`config.mk`:
```
export PLATFORM = sky130hd
export DESIGN_NAME = ctr_top
export DESIGN_NICKNAME = d
export VERILOG_FILES = /design/src/hw/ctr_pkg.sv /design/src/hw/ctr_pin_filter.sv /design/src/hw/ctr_top.sv
export VERILOG_INCLUDE_DIRS = /design/src /design/src/hw
export SDC_FILE = /design/constraint.sdc
export NUM_CORES = 1
export LEC_CHECK = 0
export BUFFER_PORTS_ARGS = -buffer_cell sky130_fd_sc_hd__buf_2
export CAP_MARGIN = 15
export CORE_MARGIN = 2
export CORE_UTILIZATION = 57
export CTS_CLUSTER_SIZE = 16
export DETAILED_ROUTE_END_ITERATION = 8
export PLACE_DENSITY = 0.8
export SLEW_MARGIN = 10
export SYNTH_ARGS = -nofsm -noshare
export SYNTH_HDL_FRONTEND = slang
export SYNTH_SLANG_ARGS = --single-unit
```
`constraint.sdc`:
```
create_clock -name clock_i -period 3.4 [get_ports clock_i]
set_input_delay 0.51 -clock clock_i [delete_from_list [all_inputs] [get_ports clock_i]]
set_output_delay 0.51 -clock clock_i [all_outputs]
set_load 0.01 [all_outputs]
```
`src/hw/ctr_defs.svh`:
```
// Constants for the clock trim and reset source block.
`ifndef CTR_DEFS_SVH
`define CTR_DEFS_SVH
`define CTR_AW 8
`define CTR_DW 16
`define CTR_ADDR_TRIM 8'h00
`define CTR_ADDR_BASE 8'h04
`define CTR_ADDR_CAL 8'h08
`define CTR_ADDR_FLAGS 8'h0C
`define CTR_ADDR_IST 8'h10
`define CTR_ADDR_IMSK 8'h14
`define CTR_TRIM_W 5
`define CTR_BASE_W 7
`define CTR_CAL_W 14
`define CTR_FLAG_TO 0
`define CTR_FLAG_PD 1
`define CTR_FLAG_ST 4
`define CTR_EV_W 6
`define CTR_EV_POR 0
`define CTR_EV_PIN 1
`define CTR_EV_WDT 2
`define CTR_EV_WAKE 3
`define CTR_EV_HOT 4
`define CTR_EV_TRIM 5
`define CTR_CLK_MHZ 40
`define CTR_BASE_MHZ 8
`define CTR_SETTLE_NS 10000
`define CTR_SETTLE_CYC ((`CTR_SETTLE_NS * `CTR_CLK_MHZ + 999) / 1000)
`define CTR_SUPPLY_SETTLE_TIMER_MS 64
`define CTR_SUPPLY_SETTLE_TIMER_CYC (`CTR_SUPPLY_SETTLE_TIMER_MS * `CTR_CLK_MHZ * 1000)
`define CTR_CNT_W 22
`define CTR_TRIM_STEP 5
`define CTR_PIN_FILT 8
`endif

```
`src/hw/ctr_pkg.sv`:
```
// Types shared by the clock trim and reset source block.
package ctr_pkg;
    typedef enum logic [3:0] {
        CTR_ST_POR = 4'b0001,
        CTR_ST_RST = 4'b0010,
        CTR_ST_SETTLE = 4'b0100,
        CTR_ST_RUN = 4'b1000
    } ctr_state_t;
endpackage : ctr_pkg

```
`src/hw/ctr_pin_filter.sv`:
```
// Three-stage synchroniser with a pulse width filter for a raw pin.
`timescale 1ns/1ps
`include "ctr_defs.svh"
module ctr_pin_filter #(
    parameter int FILT_CYC = `CTR_PIN_FILT,
    parameter logic INIT = 1'b1
) (
    input wire logic clock_i,
    input wire logic srst_i,
    input wire logic pin_i,
    output logic level_o
);
    logic s1_r;
    logic s2_r;
    logic s3_r;
    logic [7:0] cnt_r;

    // Plain synchroniser chain; only the second and third stages are judged.
    always_ff @(posedge clock_i) begin
        if (srst_i) begin
            s1_r <= INIT;
            s2_r <= INIT;
            s3_r <= INIT;
        end else begin
            s1_r <= pin_i;
            s2_r <= s1_r;
            s3_r <= s2_r;
        end
    end

    // A new level must hold FILT_CYC cycles, so short spikes die here.
    always_ff @(posedge clock_i) begin
        if (srst_i) begin
            cnt_r <= 8'h00;
            level_o <= INIT;
        end else if (s2_r != s3_r || s3_r == level_o) begin
            cnt_r <= 8'h00;
        end else if (cnt_r == 8'(FILT_CYC - 1)) begin
            cnt_r <= 8'h00;
            level_o <= s3_r;
        end else begin
            cnt_r <= cnt_r + 8'h01;
        end
    end
endmodule : ctr_pin_filter

```
`src/hw/ctr_top.sv`:
```
// Clock trim registers and reset source sequencer.
//
// Local design decisions: the strobed register port and the register offsets.
`timescale 1ns/1ps
`include "ctr_defs.svh"
module ctr_top
    import ctr_pkg::*;
#(
    parameter int SUPPLY_SETTLE_TIMER_CYC = `CTR_SUPPLY_SETTLE_TIMER_CYC,
    parameter int PIN_FILT = `CTR_PIN_FILT
) (
    input wire logic clock_i,
    input wire logic srst_i,
    input wire logic [`CTR_AW-1:0] addr_i,
    input wire logic [`CTR_DW-1:0] wdata_i,
    input wire logic wr_i,
    input wire logic rd_i,
    output logic [`CTR_DW-1:0] rdata_o,
    input wire logic [`CTR_CAL_W-1:0] factory_calibration_word_i,
    input wire logic external_reset_pin_n_i,
    input wire logic external_reset_pin_select_i,
    input wire logic supply_settle_timer_en_i,
    input wire logic thermal_fault_i,
    input wire logic watchdog_expire_i,
    input wire logic watchdog_clear_i,
    input wire logic sleep_enter_i,
    output logic chip_reset_o,
    output logic run_o,
    output logic [`CTR_BASE_W-1:0] clock_trim_base_o,
    output logic signed [`CTR_TRIM_W-1:0] trim_applied_o,
    output logic irq_o
);
    localparam logic [`CTR_CNT_W-1:0] SUPPLY_SETTLE_TIMER_LAST = `CTR_CNT_W'(SUPPLY_SETTLE_TIMER_CYC - 1);
    localparam logic [`CTR_CNT_W-1:0] SETTLE_LAST =
        `CTR_CNT_W'(`CTR_SETTLE_CYC - 1);
    localparam logic signed [5:0] STEP = 6'(`CTR_TRIM_STEP);

    ctr_state_t state_r;
    ctr_state_t state_nxt;
    logic [`CTR_CNT_W-1:0] cnt_r;
    logic [`CTR_TRIM_W-1:0] trim_r;
    logic [`CTR_BASE_W-1:0] base_r;
    logic signed [5:0] diff;
    logic signed [5:0] applied_nxt;
    logic to_r;
    logic pd_r;
    logic asleep_r;
    logic pin_level;
    logic hot_level;
    logic pin_rst;
    logic wdt_rst;
    logic wdt_wake;
    logic [`CTR_EV_W-1:0] ev;
    logic [`CTR_EV_W-1:0] ist_r;
    logic [`CTR_EV_W-1:0] imsk_r;
    logic [`CTR_DW-1:0] rd_nxt;
    logic wr_trim;

    // One decode shared by the write and the read paths.
    function automatic logic hit(input logic [`CTR_AW-1:0] a,
                                 input logic [`CTR_AW-1:0] r);
        hit = (a == r);
    endfunction : hit

    // The pin is sampled only; nothing in here ever drives it low.
    ctr_pin_filter #(.FILT_CYC(PIN_FILT), .INIT(1'b1)) u_pin (
        .clock_i(clock_i),
        .srst_i(srst_i),
        .pin_i(external_reset_pin_n_i),
        .level_o(pin_level)
    );

    // Thermal fault is an analog comparator, so it gets the same sync.
    ctr_pin_filter #(.FILT_CYC(1), .INIT(1'b0)) u_hot (
        .clock_i(clock_i),
        .srst_i(srst_i),
        .pin_i(thermal_fault_i),
        .level_o(hot_level)
    );

    // Reset causes; the pin counts only when it is selected as reset.
    assign pin_rst = external_reset_pin_select_i & ~pin_level;
    assign wdt_rst = watchdog_expire_i & ~asleep_r;
    assign wdt_wake = watchdog_expire_i & asleep_r;

    // Sequencer: power-on hold, source reset, memory settle, run.
    always_comb begin
        state_nxt = state_r;
        case (state_r)
            CTR_ST_POR: begin
                if ((!supply_settle_timer_en_i || cnt_r == SUPPLY_SETTLE_TIMER_LAST)
                    && !pin_rst && !hot_level) begin
                    state_nxt = CTR_ST_SETTLE;
                end
            end
            CTR_ST_RST: begin
                if (!pin_rst && !hot_level) begin
                    state_nxt = CTR_ST_RUN;
                end
            end
            CTR_ST_SETTLE, CTR_ST_RUN: begin
                if (hot_level || pin_rst || wdt_rst) begin
                    state_nxt = CTR_ST_RST;
                end else if (wdt_wake) begin
                    state_nxt = CTR_ST_SETTLE;
                end else if (state_r == CTR_ST_SETTLE
                             && cnt_r == SETTLE_LAST) begin
                    state_nxt = CTR_ST_RUN;
                end
            end
            default: state_nxt = CTR_ST_POR;
        endcase
    end

    // State register; the power-on hold is reached from power-on only.
    always_ff @(posedge clock_i) begin
        if (srst_i) begin
            state_r <= CTR_ST_POR;
        end else begin
            state_r <= state_nxt;
        end
    end

    // One counter serves the power-on hold and the settle wait; each stops
    // at its own end, so a short hold can never starve the settle count.
    always_ff @(posedge clock_i) begin
        if (srst_i || state_nxt != state_r || wdt_wake) begin
            cnt_r <= '0;
        end else if (state_r == CTR_ST_POR && cnt_r != SUPPLY_SETTLE_TIMER_LAST) begin
            cnt_r <= cnt_r + `CTR_CNT_W'(1);
        end else if (state_r == CTR_ST_SETTLE && cnt_r != SETTLE_LAST) begin
            cnt_r <= cnt_r + `CTR_CNT_W'(1);
        end
    end

    assign chip_reset_o = state_r == CTR_ST_POR || state_r == CTR_ST_RST;
    assign run_o = state_r == CTR_ST_RUN;

    // Sleep tracking; any reset or a wake ends the sleep.
    always_ff @(posedge clock_i) begin
        if (srst_i || chip_reset_o || wdt_wake) begin
            asleep_r <= 1'b0;
        end else if (sleep_enter_i) begin
            asleep_r <= 1'b1;
        end
    end

    // Cause flags: a thermal or awake pin reset leaves them unchanged.
    always_ff @(posedge clock_i) begin
        if (srst_i) begin
            to_r <= 1'b1;
            pd_r <= 1'b1;
        end else if (wdt_wake) begin
            to_r <= 1'b0;
            pd_r <= 1'b0;
        end else if (wdt_rst && !chip_reset_o) begin
            to_r <= 1'b0;
        end else if (pin_rst && asleep_r) begin
            to_r <= 1'b1;
            pd_r <= 1'b0;
        end else if (sleep_enter_i) begin
            to_r <= 1'b1;
            pd_r <= 1'b0;
        end else if (watchdog_clear_i) begin
            to_r <= 1'b1;
            pd_r <= 1'b1;
        end
    end

    assign wr_trim = wr_i && hit(addr_i, `CTR_ADDR_TRIM);

    // User trim: cleared by every resetting source, not by a wake.
    always_ff @(posedge clock_i) begin
        if (srst_i || state_r == CTR_ST_RST) begin
            trim_r <= '0;
        end else if (wr_trim) begin
            trim_r <= wdata_i[`CTR_TRIM_W-1:0];
        end
    end

    // Trim base is left alone by pin, thermal and watchdog resets.
    // It is cleared at power-on only so simulation starts defined.
    always_ff @(posedge clock_i) begin
        if (srst_i) begin
            base_r <= '0;
        end else if (wr_i && hit(addr_i, `CTR_ADDR_BASE)) begin
            base_r <= wdata_i[`CTR_BASE_W-1:0];
        end
    end

    assign clock_trim_base_o = base_r;

    // Applied trim walks toward the target in bounded signed steps, so
    // the largest swing finishes in seven clocks, under eight base cycles.
    always_comb begin
        diff = 6'($signed(trim_r)) - 6'(trim_applied_o);
        if (diff > STEP) begin
            applied_nxt = 6'(trim_applied_o) + STEP;
        end else if (diff < -STEP) begin
            applied_nxt = 6'(trim_applied_o) - STEP;
        end else begin
            applied_nxt = 6'($signed(trim_r));
        end
    end

    always_ff @(posedge clock_i) begin
        if (srst_i) begin
            trim_applied_o <= '0;
        end else begin
            trim_applied_o <= applied_nxt[`CTR_TRIM_W-1:0];
        end
    end

    // Events feeding the sticky interrupt status bits.
    assign ev[`CTR_EV_POR] = state_r == CTR_ST_POR
                             && state_nxt != CTR_ST_POR;
    assign ev[`CTR_EV_PIN] = pin_rst && !chip_reset_o;
    assign ev[`CTR_EV_WDT] = wdt_rst && !chip_reset_o;
    assign ev[`CTR_EV_WAKE] = wdt_wake;
    assign ev[`CTR_EV_HOT] = hot_level && !chip_reset_o;
    assign ev[`CTR_EV_TRIM] = 6'(trim_applied_o) != applied_nxt
                              && applied_nxt == 6'($signed(trim_r));

    // Sticky bits, cleared by writing one; a new event beats the clear.
    genvar gi;
    generate
        for (gi = 0; gi < `CTR_EV_W; gi++) begin : g_ist
            always_ff @(posedge clock_i) begin
                if (srst_i) begin
                    ist_r[gi] <= 1'b0;
                end else if (ev[gi]) begin
                    ist_r[gi] <= 1'b1;
                end else if (wr_i && hit(addr_i, `CTR_ADDR_IST)
                             && wdata_i[gi]) begin
                    ist_r[gi] <= 1'b0;
                end
            end
        end
    endgenerate

    // Interrupt mask register.
    always_ff @(posedge clock_i) begin
        if (srst_i) begin
            imsk_r <= '0;
        end else if (wr_i && hit(addr_i, `CTR_ADDR_IMSK)) begin
            imsk_r <= wdata_i[`CTR_EV_W-1:0];
        end
    end

    assign irq_o = |(ist_r & imsk_r);

    // Read mux; unmapped addresses and unused bits read zero.
    always_comb begin
        rd_nxt = '0;
        case (1'b1)
            hit(addr_i, `CTR_ADDR_TRIM):
                rd_nxt[`CTR_TRIM_W-1:0] = trim_r;
            hit(addr_i, `CTR_ADDR_BASE):
                rd_nxt[`CTR_BASE_W-1:0] = base_r;
            hit(addr_i, `CTR_ADDR_CAL):
                rd_nxt[`CTR_CAL_W-1:0] = factory_calibration_word_i;
            hit(addr_i, `CTR_ADDR_FLAGS): begin
                rd_nxt[`CTR_FLAG_TO] = to_r;
                rd_nxt[`CTR_FLAG_PD] = pd_r;
                rd_nxt[`CTR_FLAG_ST+3:`CTR_FLAG_ST] = state_r;
            end
            hit(addr_i, `CTR_ADDR_IST): rd_nxt[`CTR_EV_W-1:0] = ist_r;
            hit(addr_i, `CTR_ADDR_IMSK): rd_nxt[`CTR_EV_W-1:0] = imsk_r;
            default: rd_nxt = '0;
        endcase
    end

    // Read data stand only in the cycle after the read strobe.
    always_ff @(posedge clock_i) begin
        if (srst_i || !rd_i) begin
            rdata_o <= '0;
        end else begin
            rdata_o <= rd_nxt;
        end
    end

    logic signed [5:0] jump;
    assign jump = applied_nxt - 6'(trim_applied_o);
endmodule : ctr_top

```
## Yosys cells after proc, flatten, opt, wreduce, memory -nomap -nowiden

Cells that the tools add are included.
W data, S select, Z words.

- Register bits: 98
- Bits in writable memories: 0
- Bits in latches: 0
- Memories kept: 0
- Memory bits (read-only): 0
- Logic and storage cells: 189
- Input bits: 49
- Output and inout bits: 31

- $lt $le $gt $ge: 2
- $mul: 0
- Equal/unequal tests: 23
- Reductions and logical operators: 60
- Multiplexer cells: 59
- Divide/modulo/power cells: 0
- Bitwise logic cells: 9
- Add/sub/neg operators: 6
- Shift-type cells: 0

Operators by type and width:

| kind | number |
|---|---|
| $mux W22 | 2 |
| $mux W1 | 37 |
| $mux W2 | 12 |
| $add A22 B1 Y22 const B | 1 |
| $eq A22 B22 Y1 const B | 1 |
| $eq A22 B9 Y1 const B | 1 |
| $logic_and A1 B1 Y1 | 22 |
| $ne A22 B22 Y1 const B | 1 |
| $ne A22 B9 Y1 const B | 1 |
| $mux W4 | 5 |
| $add A8 B1 Y8 const B | 2 |
| $eq A8 B3 Y1 const B | 2 |
| $eq A8 B4 Y1 const B | 2 |
| $eq A8 B5 Y1 const B | 2 |
| $logic_not A8 Y1 | 2 |
| $reduce_bool A2 Y1 | 7 |
| $logic_or A1 B1 Y1 | 12 |
| $mux W6 | 2 |
| $pmux W4 S3 | 1 |
| $reduce_or A3 Y1 | 3 |
| $add A5 B4 Y6 const B | 1 |
| $and A6 B6 Y6 | 1 |
| $eq A6 B5 Y1 | 1 |
| $gt A6 B4 Y1 const B | 1 |
| other kinds (22) | 37 |

## Depth between registers and ports, before layout

Gate-level depths: netlist of run 1.

- Word-level depth: 10
- Gate-level depth with buffers: 13
- Mapped depth without buffers: 13

## Hierarchy

Synthesis of run 1 repeated with hierarchy kept, for this count alone.

- Cells, all modules: 587
- Area total of the unflattened synthesis: 5042.3 µm²

By module, submodules not included:

| module | instances | sequential area each (µm²) | area an instance (µm²) | cells an instance |
|---|---|---|---|---|
| ctr_top | 1 | 1441.4 | 4050.1 | 485 |
| ctr_pin_filter (u_hot) | 1 | 240.2 | 503.0 | 53 |
| ctr_pin_filter (u_pin) | 1 | 240.2 | 489.2 | 49 |

## Least setup slack after synthesis of run 1

Ideal clock, no wire load.

- Kind: register to register
- From: register trim_applied_o[2]
- To: register ist_r[5]
- Setup time: 0.117 ns
- Buffers on the path: 1
- Period minus slack after synthesis: 3.034 ns
- Required time: 3.283 ns
- Slack: 0.366 ns
- Cell stages (with the launch flop): 13
- Arrival time: 2.917 ns
- Cells stage by stage: dfxtp_1 clkbuf_1 inv_1 ha_1 a21o_1 a21oi_4 xor2_2 a21oi_2 o211ai_1 a31oi_2 nor3_1 nor4b_2 and4bb_1

- Cells in the longest elaborated chain, start to end: 7
- Elaborated cells between the ends (all ways): 12
- Classes of those cells: add/sub: 3; order compare: 2; eq/ne: 2; mux: 3; reduce/logical: 2

RTL lines:

| element | RTL line | text |
|---|---|---|
| from (decl) | ctr_top.sv:30 | `` output logic signed [`CTR_TRIM_W-1:0] trim_applied_o, `` |
| from (signal assigned) | ctr_top.sv:210 | `` trim_applied_o <= applied_nxt[`CTR_TRIM_W-1:0]; `` |
| $sub A5 B5 Y6 | ctr_top.sv:196 | `diff = 6'($signed(trim_r)) - 6'(trim_applied_o);` |
| $lt A6 B4 Y1 | ctr_top.sv:199 | `end else if (diff < -STEP) begin` |
| $mux W6 | ctr_top.sv:199 |  |
| $mux W6 | ctr_top.sv:197 | `if (diff > STEP) begin` |
| $ne A5 B6 Y1 / $eq A6 B5 Y1 (equally long branches) | ctr_top.sv:221, ctr_top.sv:222 |  |
| $logic_and A1 B1 Y1 * | ctr_top.sv:222 | `&& applied_nxt == 6'($signed(trim_r));` |
| $mux W1 / $reduce_bool A2 Y1 (equally long branches) | -- |  |
| to (signal, indexed assignment) | ctr_top.sv:230 | `ist_r[gi] <= 1'b0;` |
| to (signal, indexed assignment) | ctr_top.sv:232 | `ist_r[gi] <= 1'b1;` |
| to (signal, indexed assignment) | ctr_top.sv:235 | `ist_r[gi] <= 1'b0;` |
| to (decl) | ctr_top.sv:54 | `` logic [`CTR_EV_W-1:0] ist_r; `` |

Mark *: on every way between the ends. The rest lies on a longest branch, timed or not.
A chain may end at the register's enable or synchronous reset.

## Worst setup path after layout of run 1

- From: register trim_r[0]
- To: register ist_r[5]

- Cells in the longest elaborated chain, start to end: 7
- Elaborated cells between the ends (all ways): 10
- Classes of those cells: add/sub: 1; order compare: 2; eq/ne: 2; mux: 3; reduce/logical: 2

RTL lines:

| element | RTL line | text |
|---|---|---|
| from (decl) | ctr_top.sv:41 | `` logic [`CTR_TRIM_W-1:0] trim_r; `` |
| from (signal assigned) | ctr_top.sv:177 | `` trim_r <= wdata_i[`CTR_TRIM_W-1:0]; `` |
| $sub A5 B5 Y6 | ctr_top.sv:196 |  |
| $lt A6 B4 Y1 | ctr_top.sv:199 |  |
| $mux W6 | ctr_top.sv:199 |  |
| $mux W6 | ctr_top.sv:197 |  |
| $ne A5 B6 Y1 / $eq A6 B5 Y1 (equally long branches) | ctr_top.sv:221, ctr_top.sv:222 |  |
| $logic_and A1 B1 Y1 * | ctr_top.sv:222 |  |
| $mux W1 / $reduce_bool A2 Y1 (equally long branches) | -- |  |

Marks and branches as above.

==> results of run 1 <==
==> final cells by class <==
| type | count | area share (%) |
|---|---|---|
| Inverter | 25 | 1.63 |
| Multi-Input combinational cell | 453 | 51.3 |
| Clock buffer | 12 | 2.70 |
| Sequential cell | 96 | 33.5 |
| Clock inverter | 4 | 1.33 |
| Timing Repair Buffer | 78 | 7.23 |
| Tap cell | 108 | 2.35 |
==> worst max-delay path: cells and delay by family, from the launching register on <==
| kind | cells | cell delay (ns) |
|---|---|---|
| compound gates | 4 | 1.11 |
| fa+ha+maj | 2 | 0.62 |
| buf+inv | 2 | 0.16 |
| simple gates | 4 | 0.68 |
| xor+xnor | 1 | 0.12 |
| flops | 1 | 0.36 |
==> state kept, by name (all words and copies together) (netlist names), 4 cells and up <==
name,flops
state_r,4
u_hot.cnt_r,8
u_pin.cnt_r,8
imsk_r,6
rdata_o,14
clock_trim_base_o,7
trim_applied_o,5
ist_r,6
cnt_r,22
trim_r,5
==> layout by cell type, fill, tap and decap left out, types with 16 or more instances in the layout <==
cell type   n
buf_2      68
mux2i_1    26
dfxtp_1    96
nand2_1    42
a21oi_1    28
xnor2_1    16
nor2_1     92
nand3_1    41
inv_1      24
xor2_1     29
==> metrics by stage <==
| stage | hold slack [ns] | utilization (%) |
|---|---|---|
| 4_1_cts | 0.335 | 66.1 |
| 2_1_floorplan | 0.389 | - |
| 3_5_place_dp | 0.395 | 63.4 |
| 5_1_grt | 0.339 | 66.2 |
| 3_3_place_gp | 0.396 | 63.4 |
| 6_report | 0.347 | 66.2 |
==> power by group through the flow <==
stage	Sequential (W)	Combinational, W	Clock, W
after global placement	0.00124	0.00132	0
after CTS	0.00122	0.00137	0.000844
after detailed placement	0.00124	0.00136	0
after global routing	0.00122	0.00154	0.000888
final	0.00122	0.00140	0.000827
after floorplan	0.00124	0.00109	0
==> cell usage after synthesis (4+ instances only) <==
| cell | instances | area [sq um] |
|---|---|---|
| mux2i_1 | 26 | 260 |
| xor2_1 | 29 | 254 |
| buf_4 | 4 | 30.0 |
| a22oi_1 | 9 | 67.6 |
| o21ai_0 | 11 | 55.1 |
| and3_1 | 11 | 68.8 |
| nor4_1 | 8 | 50.1 |
| o22ai_1 | 6 | 37.5 |
| nand3_1 | 41 | 205 |
| nand2_1 | 42 | 158 |
| xnor2_1 | 16 | 140 |
| dfxtp_1 | 96 | 1920 |
| nand2b_1 | 10 | 62.6 |
| nand4_1 | 4 | 25.0 |
| nor3_1 | 10 | 50.1 |
| nor2_1 | 92 | 345 |
| a211oi_1 | 6 | 45.0 |
| ha_1 | 11 | 138 |
| and2_1 | 8 | 50.1 |
| nor2b_1 | 9 | 56.3 |
| a21oi_1 | 28 | 140 |
| or2_2 | 8 | 50.1 |
| clkbuf_1 | 21 | 78.8 |
| inv_1 | 24 | 90.1 |
==> worst min path at each step <==
stage | startpoint | to | slack, ns | cells past startpoint
global placement | u_pin.s1_r | u_pin.s2_r | 0.40 | 1
floorplan | u_pin.s1_r | u_pin.s2_r | 0.39 | 1
CTS | external_reset_pin_n_i | u_pin.s1_r | 0.33 | 2
global route | factory_calibration_word_i[8] | rdata_o[8] | 0.34 | 2
detailed placement | u_pin.s1_r | u_pin.s2_r | 0.39 | 1
finish | external_reset_pin_n_i | u_pin.s1_r | 0.35 | 2
==> logic make-up (layout without fill, tap and decap cells) <==
| group | after synthesis | after routing | share of synthesized area [%] |
|---|---|---|---|
| AOI/OAI and AO/OA | 100 | 100 | 14.3 |
| and+or+nand+nor | 263 | 263 | 26.2 |
| buffers and inverters | 52 | 119 | 4.17 |
| muxes | 29 | 29 | 5.87 |
| adders and majority gates | 12 | 12 | 3.11 |
| other | 1 | 2 | 0.0740 |
| DFF | 96 | 96 | 37.9 |
| xor gates and xnor gates | 47 | 47 | 8.42 |
==> layer usage <==
layer | GRT usage [%] | share of wire, %
met1 | 30.5 | 44
met2 | 39.2 | 49
met3 | 4.37 | 5.0
met4 | 7.90 | 1.5
met5 | 0 | 0
==> timing repair <==
| action | CTS | global route |
|---|---|---|
| hold endpoints to repair | 0 | 0 |
| resized for setup | 0 | 1 |
| hold buffers | 0 | 0 |
| setup endpoints to repair | 0 | 1 |
==> impl_metrics.yaml, run 1 <==
power:
  p_switching_w: 0.00122
  combPwrFrac_pct: 40.6
  p_leak_nw: 2.35
  p_per_area_mw_per_mm2: 599
  switching_share_pct: 35.6
  seqPwrFrac_pct: 35.4
  ir_worst_vdd_mv: 0.344
  total_power_w: 0.00344
  internal_power_w: 0.00222
  clockPowerShare_pct: 24.0
cts:
  clkSinkCount: 96
  htree_levels: 3
  clock_latency_ns: 0.35
  numCtsBuffers: 9
  path_clk_slew_ns: 0.09
  cts_root_buf: "clkbuf_8"
  post_cts_buffers: 0
  clock_path_buffers: 2
  cts_tree: "done"
route:
  vias: 4421
  dr.pass1.iters: 7
  drt-initial-drc-count: 251
  route.detailed.drc: 0
  vias_per_cell: 5.70
  ant_nets: 0
  wl_per_cell_um: 14.4
  wirelength_mm: 11.2
logic_synthesis:
  synth_warnings: 0
  synth_edf_count: 0
  ys_seq_area_share_pct: 37.9
  syn_avg_cell_area_sq_um: 8.45
  synth-async-reset-ratio_pct: 0
  synth_ff_type: "dfxtp_1"
  syn_area_sq_mm: 0.00507
  synthDistinctLibCells: 70
  syn_inst: 600
  ys_ff_latch: 96
floorplan:
  core-area_sq_mm: 0.00868
  die_y_um: 98.3
  io_pins: 80
  die_w_um: 98.3
  start_util_pct: 58.4
  die-area_sq_mm: 0.00966
  rows: 34
worst_setup_path:
  cpPeakStageDelay_ns: 0.42
  crit_path_cell_trace: "inv_1, ha_1, inv_1, fa_1, a21o_1, a21oi_4, xnor2_2, a21oi_2, nand3_1, a31oi_2, nor3_1, nor4b_2, and4bb_1"
  cp-start-kind: "register"
  critical_path_required_ns: 3.64
  worstSetupPathType: "reg2reg"
  cp-end-kind: "register"
  critical_path_arrival_ns: 3.40
  crit_fanout: 7
  critPathCapture: "ist_r[5]"
  worstSetupStartpoint: "trim_r[0]"
  reg2reg_to: "ist_r[5]"
  cp_slowest_cell: "fa_1"
  ff2ff_path_depth: 13
  reg2reg_from: "trim_r[0]"
  r2r_slack_ns: 0.24
  cpMostUsedCell: "inv_1"
global_route:
  antenna_found_initial: 0
  grt_overflow: 0
  grt_pass1_wl_mm: 19.1
  first_global_vias: 4309
  grt_use_total_pct: 23.4
  grt_max_degree: 32
timing:
  fmaxAchievable_mhz: 316
  setup_ws_ns: 0.240
  clock_skew_ns: 0.00948
  rsz0062_at_grt: "false"
  worstMarginPinSlew_ns: 0.825
  setup_violations: 0
  hold_viol_final: 0
  finalCritPeriodShare_pct: 92.9
  drv_slew: 0
  setup_tns_ns: 0
  fin_crit_ns: 3.16
  relSlewSlack_pct: 44.5
layout:
  nets: 724
  post-route-cell-area_sq_mm: 0.00574
  antennaDiodeCount: 0
  num-fill-cells: 723
  final_cells: 776
  drive_above_1_share_pct: 19.0
  multi_input_area_sq_mm: 0.00295
  area_growth_pct: 13.3
  register_area_sq_mm: 0.00192
place:
  gp_congestion: 0.909
  placed_area_sq_mm: 0.00551
  place_ws_ns: 0.200
  io_buffers: 68
  dp.cells: 760
  dp_hpwl_mm: 8.29
min_path:
  hp-class: "in2reg"
status:
  status: "finished clean"
flow_run:
  cap_violations: 0
Power figures use the tool's default switching activity.
==> inputs of run 2 (changes only) <==
BUFFER_PORTS_ARGS = -buffer_cell sky130_fd_sc_hd__buf_4   (was -buffer_cell sky130_fd_sc_hd__buf_2)
RECOVER_POWER = 50   (was default)
==> run 2 against run 1 <==
Against the previous run: highest routed layer unchanged; largest power group unchanged; clock power up 2%; worst hold slack worse by 0.014 ns; the run now ends with max-capacitance violations, max-slew violations left; design area up 1.4%; clock skew up 0.0024 ns; cell count down 0.13%; total power up 2.5%.
==> impl_metrics.yaml, run 2 (synthesized netlist as in run 1, its figures left out) <==
cts:
  clkSinkCount: 96
  clock_latency_ns: 0.36
  hold_buffers: 0
  htree_levels: 3
  clock_path_buffers: 2
  numCtsBuffers: 9
  path_clk_slew_ns: 0.10
  cts_root_buf: "clkbuf_8"
  cts_tree: "done"
timing:
  rsz0062_at_grt: "false"
  finalCritPeriodShare_pct: 93.8
  drv_slew: 46
  setup_tns_ns: 0
  fin_crit_ns: 3.19
  hold_viol_final: 0
  setup_violations: 0
  fmaxAchievable_mhz: 314
  relSlewSlack_pct: -23.2
  worstMarginPinSlew_ns: 1.85
  setup_ws_ns: 0.211
  clock_skew_ns: 0.0119
status:
  violations: "max-capacitance violations, max-slew violations"
  status: "finished, violations left"
route:
  route.detailed.drc: 0
  drt-initial-drc-count: 225
  vias_per_cell: 5.73
  ant_nets: 0
  dr.pass1.iters: 5
  vias: 4444
  wirelength_mm: 11.5
  wl_per_cell_um: 14.8
worst_setup_path:
  cp_slowest_cell: "fa_1"
  crit_path_cell_trace: "inv_1, ha_1, inv_1, fa_1, a21o_1, a21oi_4, xor2_4, nand2_1, mux2_4, o211ai_1, xnor2_1, o2111ai_1, and4bb_1"
  cp-start-kind: "register"
  cp-end-kind: "register"
  critical_path_arrival_ns: 3.44
  crit_fanout: 9
  critical_path_required_ns: 3.65
  cpPeakStageDelay_ns: 0.43
  worstSetupPathType: "reg2reg"
  cpMostUsedCell: "inv_1"
global_route:
  first_global_vias: 4165
  antenna_found_initial: 0
  grt_pass1_wl_mm: 19.2
  grt_overflow: 0
  grt_max_degree: 46
  grt_use_total_pct: 23.9
floorplan:
  die_y_um: 98.3
  start_util_pct: 58.4
  die_w_um: 98.3
  io_pins: 80
  die-area_sq_mm: 0.00966
  core-area_sq_mm: 0.00868
  rows: 34
layout:
  num-fill-cells: 738
  antennaDiodeCount: 0
  final_cell_mix: "dfxtp_1, nor2_1, buf_4"
  post-route-cell-area_sq_mm: 0.00582
  top_regs: "cnt_r: 22 flops, rdata_o: 14 flops"
  mostFrequentLayoutCell: "dfxtp_1"
  top_register: "cnt_r"
  area_growth_pct: 14.9
  nets: 723
  largest_reg_flops: 22
  register_area_sq_mm: 0.00192
  final_cells: 775
  multi_input_area_sq_mm: 0.00297
  drive_above_1_share_pct: 15.1
power:
  ir_worst_vdd_mv: 0.334
  p_leak_nw: 2.27
  total_power_w: 0.00353
  p_per_area_mw_per_mm2: 606
flow_run:
  cap_violations: 1
place:
  dp.cells: 758
  place_ws_ns: 0.161
  dp_hpwl_mm: 8.36
  placed_area_sq_mm: 0.00566
  gp_congestion: 0.903
  io_buffers: 68
min_path:
  hp-class: "in2reg"
==> run 2: changes by cell type in the layout (fill, tap and decap cells not counted), sizes merged <==
cell | before | now
inv | 24 | 26
buf | 78 | 50
clkbuf | 12 | 37
==> run 2: report_power, final <==
| group | total (W) | internal [W] | switching, W |
|---|---|---|---|
| Combinational | 0.00146 | 0.000626 | 0.000832 |
| Sequential | 0.00123 | 0.00117 | 0.0000603 |
| Clock | 0.000840 | 0.000438 | 0.000402 |
| Total | 0.00353 | 0.00223 | 0.00129 |
==> run 2: final cells by class <==
cell class	count	share of cell area (%)
Timing Repair Buffer	77	8.19
Clock inverter	6	1.55
Inverter	25	1.61
Sequential cell	96	33.0
Multi-Input combinational cell	453	50.9
Tap cell	108	2.32
Clock buffer	10	2.36
==> run 2: path summary, 6_finish.rpt <==
path	startpoint	endpoint	slack, ns	depth (start not counted)
max	trim_r[0]	ist_r[5]	0.21	13
min	external_reset_pin_n_i	u_pin.s1_r	0.33	2
max reg2reg	trim_r[0]	ist_r[5]	0.21	13
min reg2reg	u_pin.s1_r	u_pin.s2_r	0.42	1
==> run 2: layer usage <==
| layer | part of all wire (%) | wire length [um] | up-vias | global-route usage (%) |
|---|---|---|---|---|
| li1 | - | - | 2207 | - |
| met1 | 44 | 5030 | 2097 | 30.6 |
| met2 | 50 | 5710 | 128 | 40.3 |
| met3 | 5.5 | 627 | 12 | 4.58 |
| met4 | 1.1 | 132 | 0 | 8.43 |
| met5 | 0 | 0 | - | 0 |
==> run 2: metrics by stage <==
stage / util, % / hold slack (ns)
after floorplan: - / 0.389
after global placement: 65.2 / 0.393
after detailed placement: 65.2 / 0.396
after CTS: 67.8 / 0.311
after global routing: 67.1 / 0.320
final: 67.1 / 0.333
==> run 2: critical path, delay by kind of cell, from the launching register on <==
kind	cells	cell delay (ns)
and+or+nand+nor	2	0.31
buffers and inverters	2	0.17
muxes	1	0.34
AOI/OAI and AO/OA	4	0.85
xor gates and xnor gates	2	0.40
adders and majority gates	2	0.65
DFF	1	0.36
==> run 2: repair_timing <==
action / CTS / global route
endpoints found under the hold margin: 0 / 0
endpoints found under the setup margin: 0 / 1
resized for setup: 0 / 4
buffers inserted: 0 / 1
